<file path="src/rtcal_params.svh">
// register offsets, field positions, reset values and timing counts
`ifndef RTCAL_PARAMS_SVH
`define RTCAL_PARAMS_SVH
`define RTCAL_OFS_WINDOW_HI 4'h0
`define RTCAL_OFS_WINDOW_LO 4'h1
`define RTCAL_OFS_CONFIG 4'h2
`define RTCAL_OFS_CAL 4'h3
`define RTCAL_OFS_STATUS 4'h4
`define RTCAL_CFG_EN 15
`define RTCAL_CFG_CHIME 14
`define RTCAL_CFG_MASK_HI 13
`define RTCAL_CFG_MASK_LO 10
`define RTCAL_CFG_PTR_HI 9
`define RTCAL_CFG_PTR_LO 8
`define RTCAL_CAL_WREN 15
`define RTCAL_CFG_RESET 16'h0000
`define RTCAL_MD_MASK 16'h1F3F
`define RTCAL_WH_MASK 16'h073F
`define RTCAL_MS_MASK 16'h7F7F
`define RTCAL_CAL_STEP 4
`define RTCAL_MINUTE_SEC 60
`define RTCAL_OSC_HZ 32768
`endif

</file>
<file path="src/rtcal_pkg.sv">
// types shared by the alarm and calibration block
package rtcal_pkg;
	typedef enum logic [3:0] {
		RTCAL_HALF_SEC, RTCAL_SEC, RTCAL_TEN_SEC, RTCAL_MIN, RTCAL_TEN_MIN,
		RTCAL_HOUR, RTCAL_DAY, RTCAL_WEEK, RTCAL_MONTH, RTCAL_YEAR
	} rtcal_mask_t;
	typedef logic [15:0] rtcal_word_t;
endpackage : rtcal_pkg

</file>
<file path="src/rtcal_core.sv">
// alarm compare, repeat counter and calibration pulse correction
//
// Contract
// RL1: month/day alarm fields in BCD layout
// RL2: weekday/hours alarm fields in BCD layout
// RL3: minutes/seconds alarm fields in BCD layout
// RL4: unused alarm bits read zero, ignore writes
// RL5: month/day, weekday/hours writes need write enable
// RL6: calibration value times four each minute
// RL7: negative removes pulses, positive adds pulses
// RL8: software changes calibration only when safe
// RL9: enable self-clears on final alarm
// RL10: software writes compare values while disabled
// RL11: four-bit mask selects alarm interval
// RL12: compare only digits the mask selects
// RL13: repeat counter decrements each alarm
// RL14: no chime, alarm at zero is last
// RL15: FFh gives 255 further repeats
// RL16: chime wraps counter and never disables
// RL17: alarm request on every alarm event
// RL18: pulse output toggles on each alarm
// RL19: software changes config while sync flag low
// RL20: software avoids reserved mask codes
// RL21: window pointer decrements on upper access
// RL22: pointer maps window to register pairs
//
// The plain strobed port and the register offsets were decided locally.
`timescale 1ns/1ps
`include "rtcal_params.svh"
module rtcal_core #(
	parameter int OSC_HZ = `RTCAL_OSC_HZ
) (
	input wire logic clk_sys,
	input wire logic sys_rst,
	input wire logic clk_en,
	input wire logic [3:0] reg_addr,
	input wire rtcal_pkg::rtcal_word_t reg_wdata,
	input wire logic reg_wr,
	input wire logic reg_rd,
	output rtcal_pkg::rtcal_word_t reg_rdata,
	input wire logic half_sec_tick,
	input wire logic sec_tick,
	input wire logic clock_sync_flag,
	input wire rtcal_pkg::rtcal_word_t now_month_day,
	input wire rtcal_pkg::rtcal_word_t now_weekday_hours,
	input wire rtcal_pkg::rtcal_word_t now_minutes_seconds,
	output logic alarm_irq,
	output logic alarm_pulse,
	output logic cal_adjust,
	output logic signed [9:0] cal_pulses
);
	import rtcal_pkg::*;

	if (OSC_HZ < 1) begin : g_bad_osc
		$error("oscillator rate must be positive");
	end

	rtcal_word_t alarm_month_day_ff, nxt_alarm_month_day;
	rtcal_word_t alarm_weekday_hours_ff, nxt_alarm_weekday_hours;
	rtcal_word_t alarm_minutes_seconds_ff, nxt_alarm_minutes_seconds;
	logic alarm_enable_ff, nxt_alarm_enable;
	logic chime_ff, nxt_chime;
	logic [3:0] alarm_mask_ff, nxt_alarm_mask;
	logic [1:0] alarm_window_pointer_ff, nxt_alarm_window_pointer;
	logic [7:0] alarm_repeat_count_ff, nxt_alarm_repeat_count;
	logic clock_write_enable_ff, nxt_clock_write_enable;
	logic [7:0] cal_value_ff, nxt_cal_value;
	logic alarm_irq_ff, nxt_alarm_irq;
	logic alarm_pulse_ff, nxt_alarm_pulse;
	logic cal_adjust_ff, nxt_cal_adjust;
	logic signed [9:0] cal_pulses_ff, nxt_cal_pulses;
	logic [5:0] sec_cnt_ff, nxt_sec_cnt;
	rtcal_word_t rdata_ff, nxt_rdata;
	logic match;
	logic alarm_event;
	logic win_hi_acc;

	// selects one byte of the pair the pointer names
	function automatic logic [7:0] rtcal_window(input logic [1:0] ptr,
		input logic hi, input rtcal_word_t md, input rtcal_word_t wh,
		input rtcal_word_t ms);
		rtcal_word_t w;
		w = 16'h0000;
		unique case (ptr)
			2'h0: w = ms; // RL22
			2'h1: w = wh;
			2'h2: w = md;
			2'h3: w = 16'h0000;
		endcase
		return hi ? w[15:8] : w[7:0];
	endfunction : rtcal_window

	// digits selected by the mask must equal the current time
	always_comb begin
		logic sec1, sec10, min1, min10, hr, wd, dy, mo;
		sec1 = now_minutes_seconds[3:0] == alarm_minutes_seconds_ff[3:0];
		sec10 = now_minutes_seconds[6:4] == alarm_minutes_seconds_ff[6:4];
		min1 = now_minutes_seconds[11:8] == alarm_minutes_seconds_ff[11:8];
		min10 = now_minutes_seconds[14:12] == alarm_minutes_seconds_ff[14:12];
		hr = now_weekday_hours[5:0] == alarm_weekday_hours_ff[5:0];
		wd = now_weekday_hours[10:8] == alarm_weekday_hours_ff[10:8];
		dy = now_month_day[5:0] == alarm_month_day_ff[5:0];
		mo = now_month_day[12:8] == alarm_month_day_ff[12:8];
		match = 1'b0;
		unique case (alarm_mask_ff) // RL11 RL12
			4'h0: match = half_sec_tick;
			4'h1: match = sec_tick;
			4'h2: match = sec_tick & sec1;
			4'h3: match = sec_tick & sec1 & sec10;
			4'h4: match = sec_tick & sec1 & sec10 & min1;
			4'h5: match = sec_tick & sec1 & sec10 & min1 & min10;
			4'h6: match = sec_tick & sec1 & sec10 & min1 & min10 & hr;
			4'h7: match = sec_tick & sec1 & sec10 & min1 & min10 & hr & wd;
			4'h8: match = sec_tick & sec1 & sec10 & min1 & min10 & hr & dy;
			4'h9: match = sec_tick & sec1 & sec10 & min1 & min10 & hr & dy
				& mo;
			// reserved codes never fire rather than guess an interval
			default: match = 1'b0;
		endcase
	end

	assign alarm_event = alarm_enable_ff & match;
	assign win_hi_acc = (reg_wr | reg_rd) &
		(reg_addr == `RTCAL_OFS_WINDOW_HI);

	always_comb begin
		logic [7:0] b;
		logic wr_hi, wr_lo, wr_cfg;
		b = reg_wdata[7:0];
		wr_hi = reg_wr & (reg_addr == `RTCAL_OFS_WINDOW_HI);
		wr_lo = reg_wr & (reg_addr == `RTCAL_OFS_WINDOW_LO);
		wr_cfg = reg_wr & (reg_addr == `RTCAL_OFS_CONFIG);
		nxt_alarm_month_day = alarm_month_day_ff;
		nxt_alarm_weekday_hours = alarm_weekday_hours_ff;
		nxt_alarm_minutes_seconds = alarm_minutes_seconds_ff;
		nxt_alarm_enable = alarm_enable_ff;
		nxt_chime = chime_ff;
		nxt_alarm_mask = alarm_mask_ff;
		nxt_alarm_window_pointer = alarm_window_pointer_ff;
		nxt_alarm_repeat_count = alarm_repeat_count_ff;
		nxt_clock_write_enable = clock_write_enable_ff;
		nxt_cal_value = cal_value_ff;
		if (wr_hi | wr_lo) begin
			unique case (alarm_window_pointer_ff)
				2'h0: begin
					if (wr_hi) begin
						nxt_alarm_minutes_seconds[15:8] = b & 8'h7F; // RL3 RL4
					end else begin
						nxt_alarm_minutes_seconds[7:0] = b & 8'h7F; // RL3 RL4
					end
				end
				2'h1: begin
					if (clock_write_enable_ff && wr_hi) begin // RL5
						nxt_alarm_weekday_hours[15:8] = b & 8'h07; // RL2 RL4
					end else if (clock_write_enable_ff) begin
						nxt_alarm_weekday_hours[7:0] = b & 8'h3F; // RL2 RL4
					end
				end
				2'h2: begin
					if (clock_write_enable_ff && wr_hi) begin // RL5
						nxt_alarm_month_day[15:8] = b & 8'h1F; // RL1 RL4
					end else if (clock_write_enable_ff) begin
						nxt_alarm_month_day[7:0] = b & 8'h3F; // RL1 RL4
					end
				end
				2'h3: begin
				end
			endcase
		end
		if (win_hi_acc && alarm_window_pointer_ff != 2'h0) begin
			nxt_alarm_window_pointer = alarm_window_pointer_ff - 2'h1; // RL21
		end
		if (wr_cfg) begin
			nxt_alarm_enable = reg_wdata[`RTCAL_CFG_EN];
			nxt_chime = reg_wdata[`RTCAL_CFG_CHIME];
			nxt_alarm_mask = reg_wdata[`RTCAL_CFG_MASK_HI:`RTCAL_CFG_MASK_LO];
			nxt_alarm_window_pointer =
				reg_wdata[`RTCAL_CFG_PTR_HI:`RTCAL_CFG_PTR_LO];
			nxt_alarm_repeat_count = reg_wdata[7:0];
		end
		if (reg_wr && reg_addr == `RTCAL_OFS_CAL) begin
			nxt_clock_write_enable = reg_wdata[`RTCAL_CAL_WREN];
			nxt_cal_value = reg_wdata[7:0];
		end
		// hardware event wins over a same-cycle config write
		if (alarm_event) begin
			nxt_alarm_repeat_count = alarm_repeat_count_ff - 8'h01; // RL13 RL16
			if (!chime_ff && alarm_repeat_count_ff == 8'h00) begin
				nxt_alarm_repeat_count = 8'h00; // RL14
				nxt_alarm_enable = 1'b0; // RL9 RL14 RL15
			end
		end
	end

	// minute pacing and the calibration correction pulse
	always_comb begin
		nxt_sec_cnt = sec_cnt_ff;
		nxt_cal_adjust = 1'b0;
		nxt_cal_pulses = cal_pulses_ff;
		if (sec_tick) begin
			if (sec_cnt_ff == 6'(`RTCAL_MINUTE_SEC - 1)) begin
				nxt_sec_cnt = 6'h00;
				nxt_cal_adjust = 1'b1; // RL6
				// sign kept: negative removes, positive adds
				nxt_cal_pulses = 10'($signed(cal_value_ff)) *
					10'sd`RTCAL_CAL_STEP; // RL6 RL7
			end else begin
				nxt_sec_cnt = sec_cnt_ff + 6'h01;
			end
		end
		nxt_alarm_irq = alarm_event; // RL17
		nxt_alarm_pulse = alarm_pulse_ff ^ alarm_event; // RL18
	end

	always_comb begin
		nxt_rdata = 16'h0000;
		if (reg_rd) begin
			unique case (reg_addr)
				`RTCAL_OFS_WINDOW_HI: nxt_rdata = {8'h00, rtcal_window(
					alarm_window_pointer_ff, 1'b1, alarm_month_day_ff,
					alarm_weekday_hours_ff, alarm_minutes_seconds_ff)};
				`RTCAL_OFS_WINDOW_LO: nxt_rdata = {8'h00, rtcal_window(
					alarm_window_pointer_ff, 1'b0, alarm_month_day_ff,
					alarm_weekday_hours_ff, alarm_minutes_seconds_ff)};
				`RTCAL_OFS_CONFIG: nxt_rdata = {alarm_enable_ff, chime_ff,
					alarm_mask_ff, alarm_window_pointer_ff,
					alarm_repeat_count_ff};
				`RTCAL_OFS_CAL: nxt_rdata = {clock_write_enable_ff, 7'h00,
					cal_value_ff};
				`RTCAL_OFS_STATUS: nxt_rdata = {14'h0000, clock_sync_flag,
					alarm_pulse_ff};
				default: nxt_rdata = 16'h0000;
			endcase
		end
	end

	// low clock enable freezes every register, read data too
	always_ff @(posedge clk_sys or posedge sys_rst) begin
		if (sys_rst) begin
			alarm_month_day_ff <= 16'h0000;
			alarm_weekday_hours_ff <= 16'h0000;
			alarm_minutes_seconds_ff <= 16'h0000;
			alarm_enable_ff <= 1'b0;
			chime_ff <= 1'b0;
			alarm_mask_ff <= 4'h0;
			alarm_window_pointer_ff <= 2'h0;
			alarm_repeat_count_ff <= 8'h00;
			clock_write_enable_ff <= 1'b0;
			cal_value_ff <= 8'h00;
			alarm_irq_ff <= 1'b0;
			alarm_pulse_ff <= 1'b0;
			cal_adjust_ff <= 1'b0;
			cal_pulses_ff <= 10'sh000;
			sec_cnt_ff <= 6'h00;
			rdata_ff <= 16'h0000;
		end else if (clk_en) begin
			alarm_month_day_ff <= nxt_alarm_month_day;
			alarm_weekday_hours_ff <= nxt_alarm_weekday_hours;
			alarm_minutes_seconds_ff <= nxt_alarm_minutes_seconds;
			alarm_enable_ff <= nxt_alarm_enable;
			chime_ff <= nxt_chime;
			alarm_mask_ff <= nxt_alarm_mask;
			alarm_window_pointer_ff <= nxt_alarm_window_pointer;
			alarm_repeat_count_ff <= nxt_alarm_repeat_count;
			clock_write_enable_ff <= nxt_clock_write_enable;
			cal_value_ff <= nxt_cal_value;
			alarm_irq_ff <= nxt_alarm_irq;
			alarm_pulse_ff <= nxt_alarm_pulse;
			cal_adjust_ff <= nxt_cal_adjust;
			cal_pulses_ff <= nxt_cal_pulses;
			sec_cnt_ff <= nxt_sec_cnt;
			rdata_ff <= nxt_rdata;
		end
	end

	assign reg_rdata = rdata_ff;
	assign alarm_irq = alarm_irq_ff;
	assign alarm_pulse = alarm_pulse_ff;
	assign cal_adjust = cal_adjust_ff;
	assign cal_pulses = cal_pulses_ff;
endmodule : rtcal_core

</file>
<file path="config.mk">
export PLATFORM = sky130hd
export DESIGN_NAME = rtcal_core
export DESIGN_NICKNAME = d
export VERILOG_FILES = /design/src/rtcal_pkg.sv /design/src/rtcal_core.sv
export VERILOG_INCLUDE_DIRS = /design/src
export SDC_FILE = /design/constraint.sdc
export NUM_CORES = 1
export LEC_CHECK = 0
export ABC_CLOCK_PERIOD_IN_PS = 3600
export BUFFER_PORTS_ARGS = -buffer_cell sky130_fd_sc_hd__buf_2
export CAP_MARGIN = 0
export CORE_AREA = 2 2 92 94
export CTS_BUF_LIST = sky130_fd_sc_hd__clkbuf_8
export DETAILED_ROUTE_END_ITERATION = 8
export DIE_AREA = 0 0 94 96
export PLACE_DENSITY = 0.87
export SLEW_MARGIN = 5
export SYNTH_ARGS = -nofsm -noshare
export SYNTH_HDL_FRONTEND = slang
export SYNTH_SLANG_ARGS = --single-unit
</file>
<file path="constraint.sdc">
create_clock -name clk_sys -period 3.6 [get_ports clk_sys]
set_input_delay 0 -clock clk_sys [delete_from_list [all_inputs] [get_ports clk_sys]]
set_output_delay 0 -clock clk_sys [all_outputs]
set_load 0.01 [all_outputs]
</file>
# Word-level counts from Yosys, hierarchy flattened
# Index checks and enable logic that the tools add are counted.
# Widths: inputs -> output; s select.
[totals]
in_bits = 76
elab_cells = 104
ff_bits = 92
output_inout_bits = 29
[op_classes]
n_reduce_logical = 24
mux = 15
addsub = 3
eq_ne = 25
bitwise = 18
[op_table]
columns = ["op", "n"]
rows = [
  ["$pmux 16 s5", 1],
  ["$pmux 16 s4", 1],
  ["$mux 8", 3],
  ["$eq 4x3->1 const B", 5],
  ["$eq 4x2->1 const B", 4],
  ["$mux 16", 1],
  ["$reduce_and 4->1", 4],
  ["$and 1x1->1", 13],
  ["$eq 6x6->1", 2],
  ["$pmux 1 s10", 1],
  ["$reduce_and 2->1", 5],
  ["$reduce_and 5->1", 2],
  ["$eq 3x3->1", 3],
  ["$eq 4x1->1 const B", 2],
  ["$eq 4x4->1", 2],
  ["$eq 4x4->1 const B", 2],
  ["$logic_not 4->1", 2],
  ["$logic_not 8->1", 1],
  ["$sub 8x1->8 const B", 1],
  ["$add 6x1->6 const B", 1],
  ["$eq 6x6->1 const B", 1],
  ["$mux 6", 1],
  ["$reduce_bool 2->1", 3],
  ["$eq 5x5->1", 1],
  ["12 further kinds", 23],
]

# Depth between registers and ports, before layout
[depth]
word_depth = 12
ltp_mapped = 10
ltp_nobuf = 9

# Worst setup path after synthesis
# No wires, ideal clock.
[synth_path]
kind = "reg-to-reg"
startpoint = "reg alarm_weekday_hours_ff[5]"
endpoint = "reg alarm_repeat_count_ff[4]"
path_slack_ns = 1.506
t_required_ns = 3.518
period_less_slack_ns = 2.094
setup_ns = 0.082
stages_incl_launch_ff = 9
arrival_ns = 2.012
cell_sequence = "dfrtp_1 > xor2_1 > nor4_1 > nand4_1 > o22ai_1 > a32o_2 > o21ai_2 > or4_1 > a31oi_1"
[synth_via]
elab_chain_cells = 8
[synth_lines]
columns = ["element", "line_no", "source"]
rows = [
  ["start: declaration", "rtcal_core.sv:59", "rtcal_word_t alarm_weekday_hours_ff, nxt_alarm_weekday_hours;"],
  ["start signal: assignment", "rtcal_core.sv:258", "alarm_weekday_hours_ff <= nxt_alarm_weekday_hours;"],
  ["$eq 6x6->1 *", "rtcal_core.sv:100", "hr = now_weekday_hours[5:0] == alarm_weekday_hours_ff[5:0];"],
  ["$and 1x1->1 *", "--", ""],
  ["$and 1x1->1", "rtcal_core.sv:114, rtcal_core.sv:115", ""],
  ["$and 1x1->1", "rtcal_core.sv:116", "& mo;"],
  ["$pmux 1 s10 *", "rtcal_core.sv:105", "unique case (alarm_mask_ff)"],
  ["$and 1x1->1 *", "rtcal_core.sv:122", "assign alarm_event = alarm_enable_ff & match;"],
  ["$reduce_bool 2->1 (no line)", "--", ""],
  ["$reduce_and 2->1 (no line)", "--", ""],
  ["end signal: assignment", "rtcal_core.sv:264", "alarm_repeat_count_ff <= nxt_alarm_repeat_count;"],
  ["end: declaration", "rtcal_core.sv:65", "logic [7:0] alarm_repeat_count_ff, nxt_alarm_repeat_count;"],
]
# Mark *: on every way between the ends. The rest lies on a longest branch, timed or not.
# A chain may end at the register's enable or synchronous reset.

# Worst setup path in the final report
[layout_path]
startpoint = "reg alarm_minutes_seconds_ff[14]"
endpoint = "reg alarm_repeat_count_ff[3]"
[layout_via]
elab_chain_cells = 9
[layout_lines]
columns = ["element", "line_no", "source"]
rows = [
  ["start: declaration", "rtcal_core.sv:60", "rtcal_word_t alarm_minutes_seconds_ff, nxt_alarm_minutes_seconds;"],
  ["start signal: assignment", "rtcal_core.sv:259", "alarm_minutes_seconds_ff <= nxt_alarm_minutes_seconds;"],
  ["$eq 3x3->1 *", "rtcal_core.sv:99", "min10 = now_minutes_seconds[14:12] == alarm_minutes_seconds_ff[14:12];"],
  ["$and 1x1->1 *", "--", ""],
  ["$and 1x1->1", "--", ""],
  ["$and 1x1->1", "rtcal_core.sv:114, rtcal_core.sv:115", ""],
  ["$and 1x1->1", "rtcal_core.sv:116", ""],
  ["$pmux 1 s10 *", "rtcal_core.sv:105", ""],
  ["$and 1x1->1 *", "rtcal_core.sv:122", ""],
  ["$reduce_bool 2->1 (no line)", "--", ""],
  ["$reduce_and 2->1 (no line)", "--", ""],
]
# Marked as above.

==> impl_metrics.toml <==
[synthesis]
synthArstFlopShare = 1.00
syn_area_um2 = 4770
synth_edf_count = 0
ys_ff_latch = 92
ys_types = 51
yosysSeqAreaShare = 0.482
synth_cells = 439
syn_avg_cell_area_um2 = 10.9
synthFlopType = "dfrtp_1"
synth_warnings = 0

[clock_tree]
clkSinkCount = 92
cts_resized = 0
cts_root_buf = "clkbuf_8"
clkTransAtPathRegs_ns = 0.09
htree_levels = 3
cts_buffer_depth = 2
cts_made_buffers = 9
cts_hold_buf = 12
post_cts_buffers = 0
clock_latency_ns = 0.36
cts_tree = "done"

[detailed_routing]
dr.pass1.iters = 5
wire_per_inst_um = 19.7
drtAntennaViolNets = 0
drcViolationCount = 0
drt-initial-drc-count = 272
drt-total-wl_um = 12700
viasPerCell = 6.10
vias = 3929

[setup_path]
reg2reg_slack_ns = 0.94
crit_type = "register to register"
r2r_cells = 7
startpoint_type = "register"
end_kind = "register"
crit_arrival_ns = 2.96
path_max_fanout = 6
rr_endpoint = "alarm_repeat_count_ff[3]"
rr_startpoint = "alarm_minutes_seconds_ff[14]"
crit_required_ns = 3.90

[sta]
hold_violations = 0
rsz0062_at_grt = "no"
worst_slew_margin_rel = 0.249
setup_viol = 0
slew_violations = 0
clock_skew_ns = 0.0124
tightest_slew_ns = 1.13
post-route-min-period_ns = 2.66
max_freq_mhz = 376
tns_ns = 0
finalCritPeriodShare = 0.738

[floorplanning]
coreArea_um2 = 8050
dieArea_um2 = 9020
io_pins = 105
initial_core_util = 0.593
fp.dieH_um = 96
core.rowCount = 33
die_w_um = 94

[hold_path]
hold_path.class = "input pin to register"
hold_start = "reg_wdata[0]"
hold-path-endpoint = "alarm_repeat_count_ff[0]"
hold_depth = 3

[global_routing]
overflow = 0
grt_usage = 0.292
antenna_found_initial = 0
grt_start_max_net_pins = 67
grt_pass1_wl_um = 19700
grt_pass1_vias = 3864

[place]
place_area_um2 = 5290
io_buffers = 88
dp_hpwl_um = 9520
gp_congestion = 0.925

[cells_and_area]
finalInstanceArea_um2 = 5560
finalCoreUtilization = 0.690
nets = 619
layout_commonest_cell = "dfrtp_1"
area.growth.synth_to_final_pct = 16.4
drive_above_1_share = 0.312
final_cell_mix = "92 x dfrtp_1, 88 x buf_2, 54 x nand2_1"
num_antenna_cells = 0

[power]
ir_drop_mv = 0.326
p_per_area_nw_per_um2 = 461
leakage_nw = 2.67
p_total_mw = 2.56

[run_status]
outcome = "complete, no violations"

[run]
cap_violations = 0
-- sequential cells by signal, indices dropped and copies added, names as in the netlist --
name	flops
alarm_pulse	1
cal_pulses	8
alarm_mask_ff	4
reg_rdata	16
sec_cnt_ff	6
alarm_month_day_ff	11
alarm_weekday_hours_ff	9
alarm_irq	1
alarm_repeat_count_ff	8
cal_adjust	1
alarm_window_pointer_ff	2
cal_value_ff	8
clock_write_enable_ff	1
alarm_minutes_seconds_ff	14
chime_ff	1
alarm_enable_ff	1
-- layout make-up --
cell class,instances,area [µm²]
Fill cell,613,2490
Inverter,10,38.8
Clock buffer,9,124
Clock inverter,4,21.3
Multi-Input combinational cell,322,2360
Sequential cell,92,2300
Tap cell,105,131
Timing Repair Buffer,102,576
-- logic make-up after synthesis --
group,count (synthesis),synth area share
AND/OR/NAND/NOR,126,0.120
flip-flops,92,0.482
AO/OA/AOI/OAI,90,0.138
multiplexers,60,0.150
XOR/XNOR,38,0.0697
buffers and inverters,26,0.0236
adder cells (fa/ha/maj),6,0.0157
other,1,0.000785
-- layer usage --
metal / global-route usage / share of wire
met1: 0.388 / 0.43
met2: 0.465 / 0.47
met3: 0.0603 / 0.070
met4: 0.132 / 0.032
met5: 0 / 0
-- cell usage after synthesis, drive strengths merged, types with 2 or more instances --
library cell,count,area [µm²]
a32o,2,21.3
a22o,15,131
nand3,13,65.1
a21oi,9,45.0
a211oi,2,15.0
mux2i,5,50.1
a32oi,5,43.8
a22oi,6,45.0
o31ai,2,15.0
nor4,5,31.3
or3,2,12.5
ha,6,75.1
xnor2,24,210
a221oi,2,17.5
inv,10,37.5
buf,4,30.0
nor3b,2,20.0
mux4,4,90.1
o22ai,2,12.5
or4,2,15.0
nand4,6,37.5
nand2,54,203
dfrtp,92,2300
nor2b,3,18.8
o2bb2ai,6,52.6
a21o,4,30.0
o221a,5,56.3
and3,2,12.5
mux2,51,574
nor3,7,40.0
nor2,28,105
clkbuf,12,45.0
o21ai,23,119
xor2,14,123
-- through the flow --
stage          worst slack (ns)  cells  hold slack [ns]
6_report                  0.943    644           0.0127
5_1_grt                   0.690    644           0.0179
4_1_cts                   0.988    644          0.00489
3_5_place_dp              0.998    619            0.202
3_3_place_gp               1.02    619            0.196
2_1_floorplan              1.21    440            0.105
-- where the power goes --
part	internal (mW)	switching, mW
clock network	0.235	0.354
logic	0.280	0.331
registers	1.18	0.181
-- worst max-delay path: stages, from the launching register on --
cell and delay, ns:
dfrtp_1 0.41, xor2_1 0.17, nor3_1 0.43, nand4_1 0.26
nor3b_2 0.39, nor2_1 0.21, a21oi_1 0.47, o221a_2 0.27
-- how the worst max path moves through the flow --
stage / startpoint / endpoint / slack (ns)
final: alarm_minutes_seconds_ff[14] / alarm_repeat_count_ff[3] / 0.94
after global routing: alarm_minutes_seconds_ff[14] / alarm_repeat_count_ff[7] / 0.69
after CTS: alarm_minutes_seconds_ff[14] / alarm_repeat_count_ff[3] / 0.99
after detailed placement: alarm_minutes_seconds_ff[14] / alarm_repeat_count_ff[1] / 1.0
after global placement: alarm_minutes_seconds_ff[14] / alarm_repeat_count_ff[7] / 1.02
after floorplan: sys_rst / alarm_enable_ff / 1.21
Power figures use the tool's default switching activity.
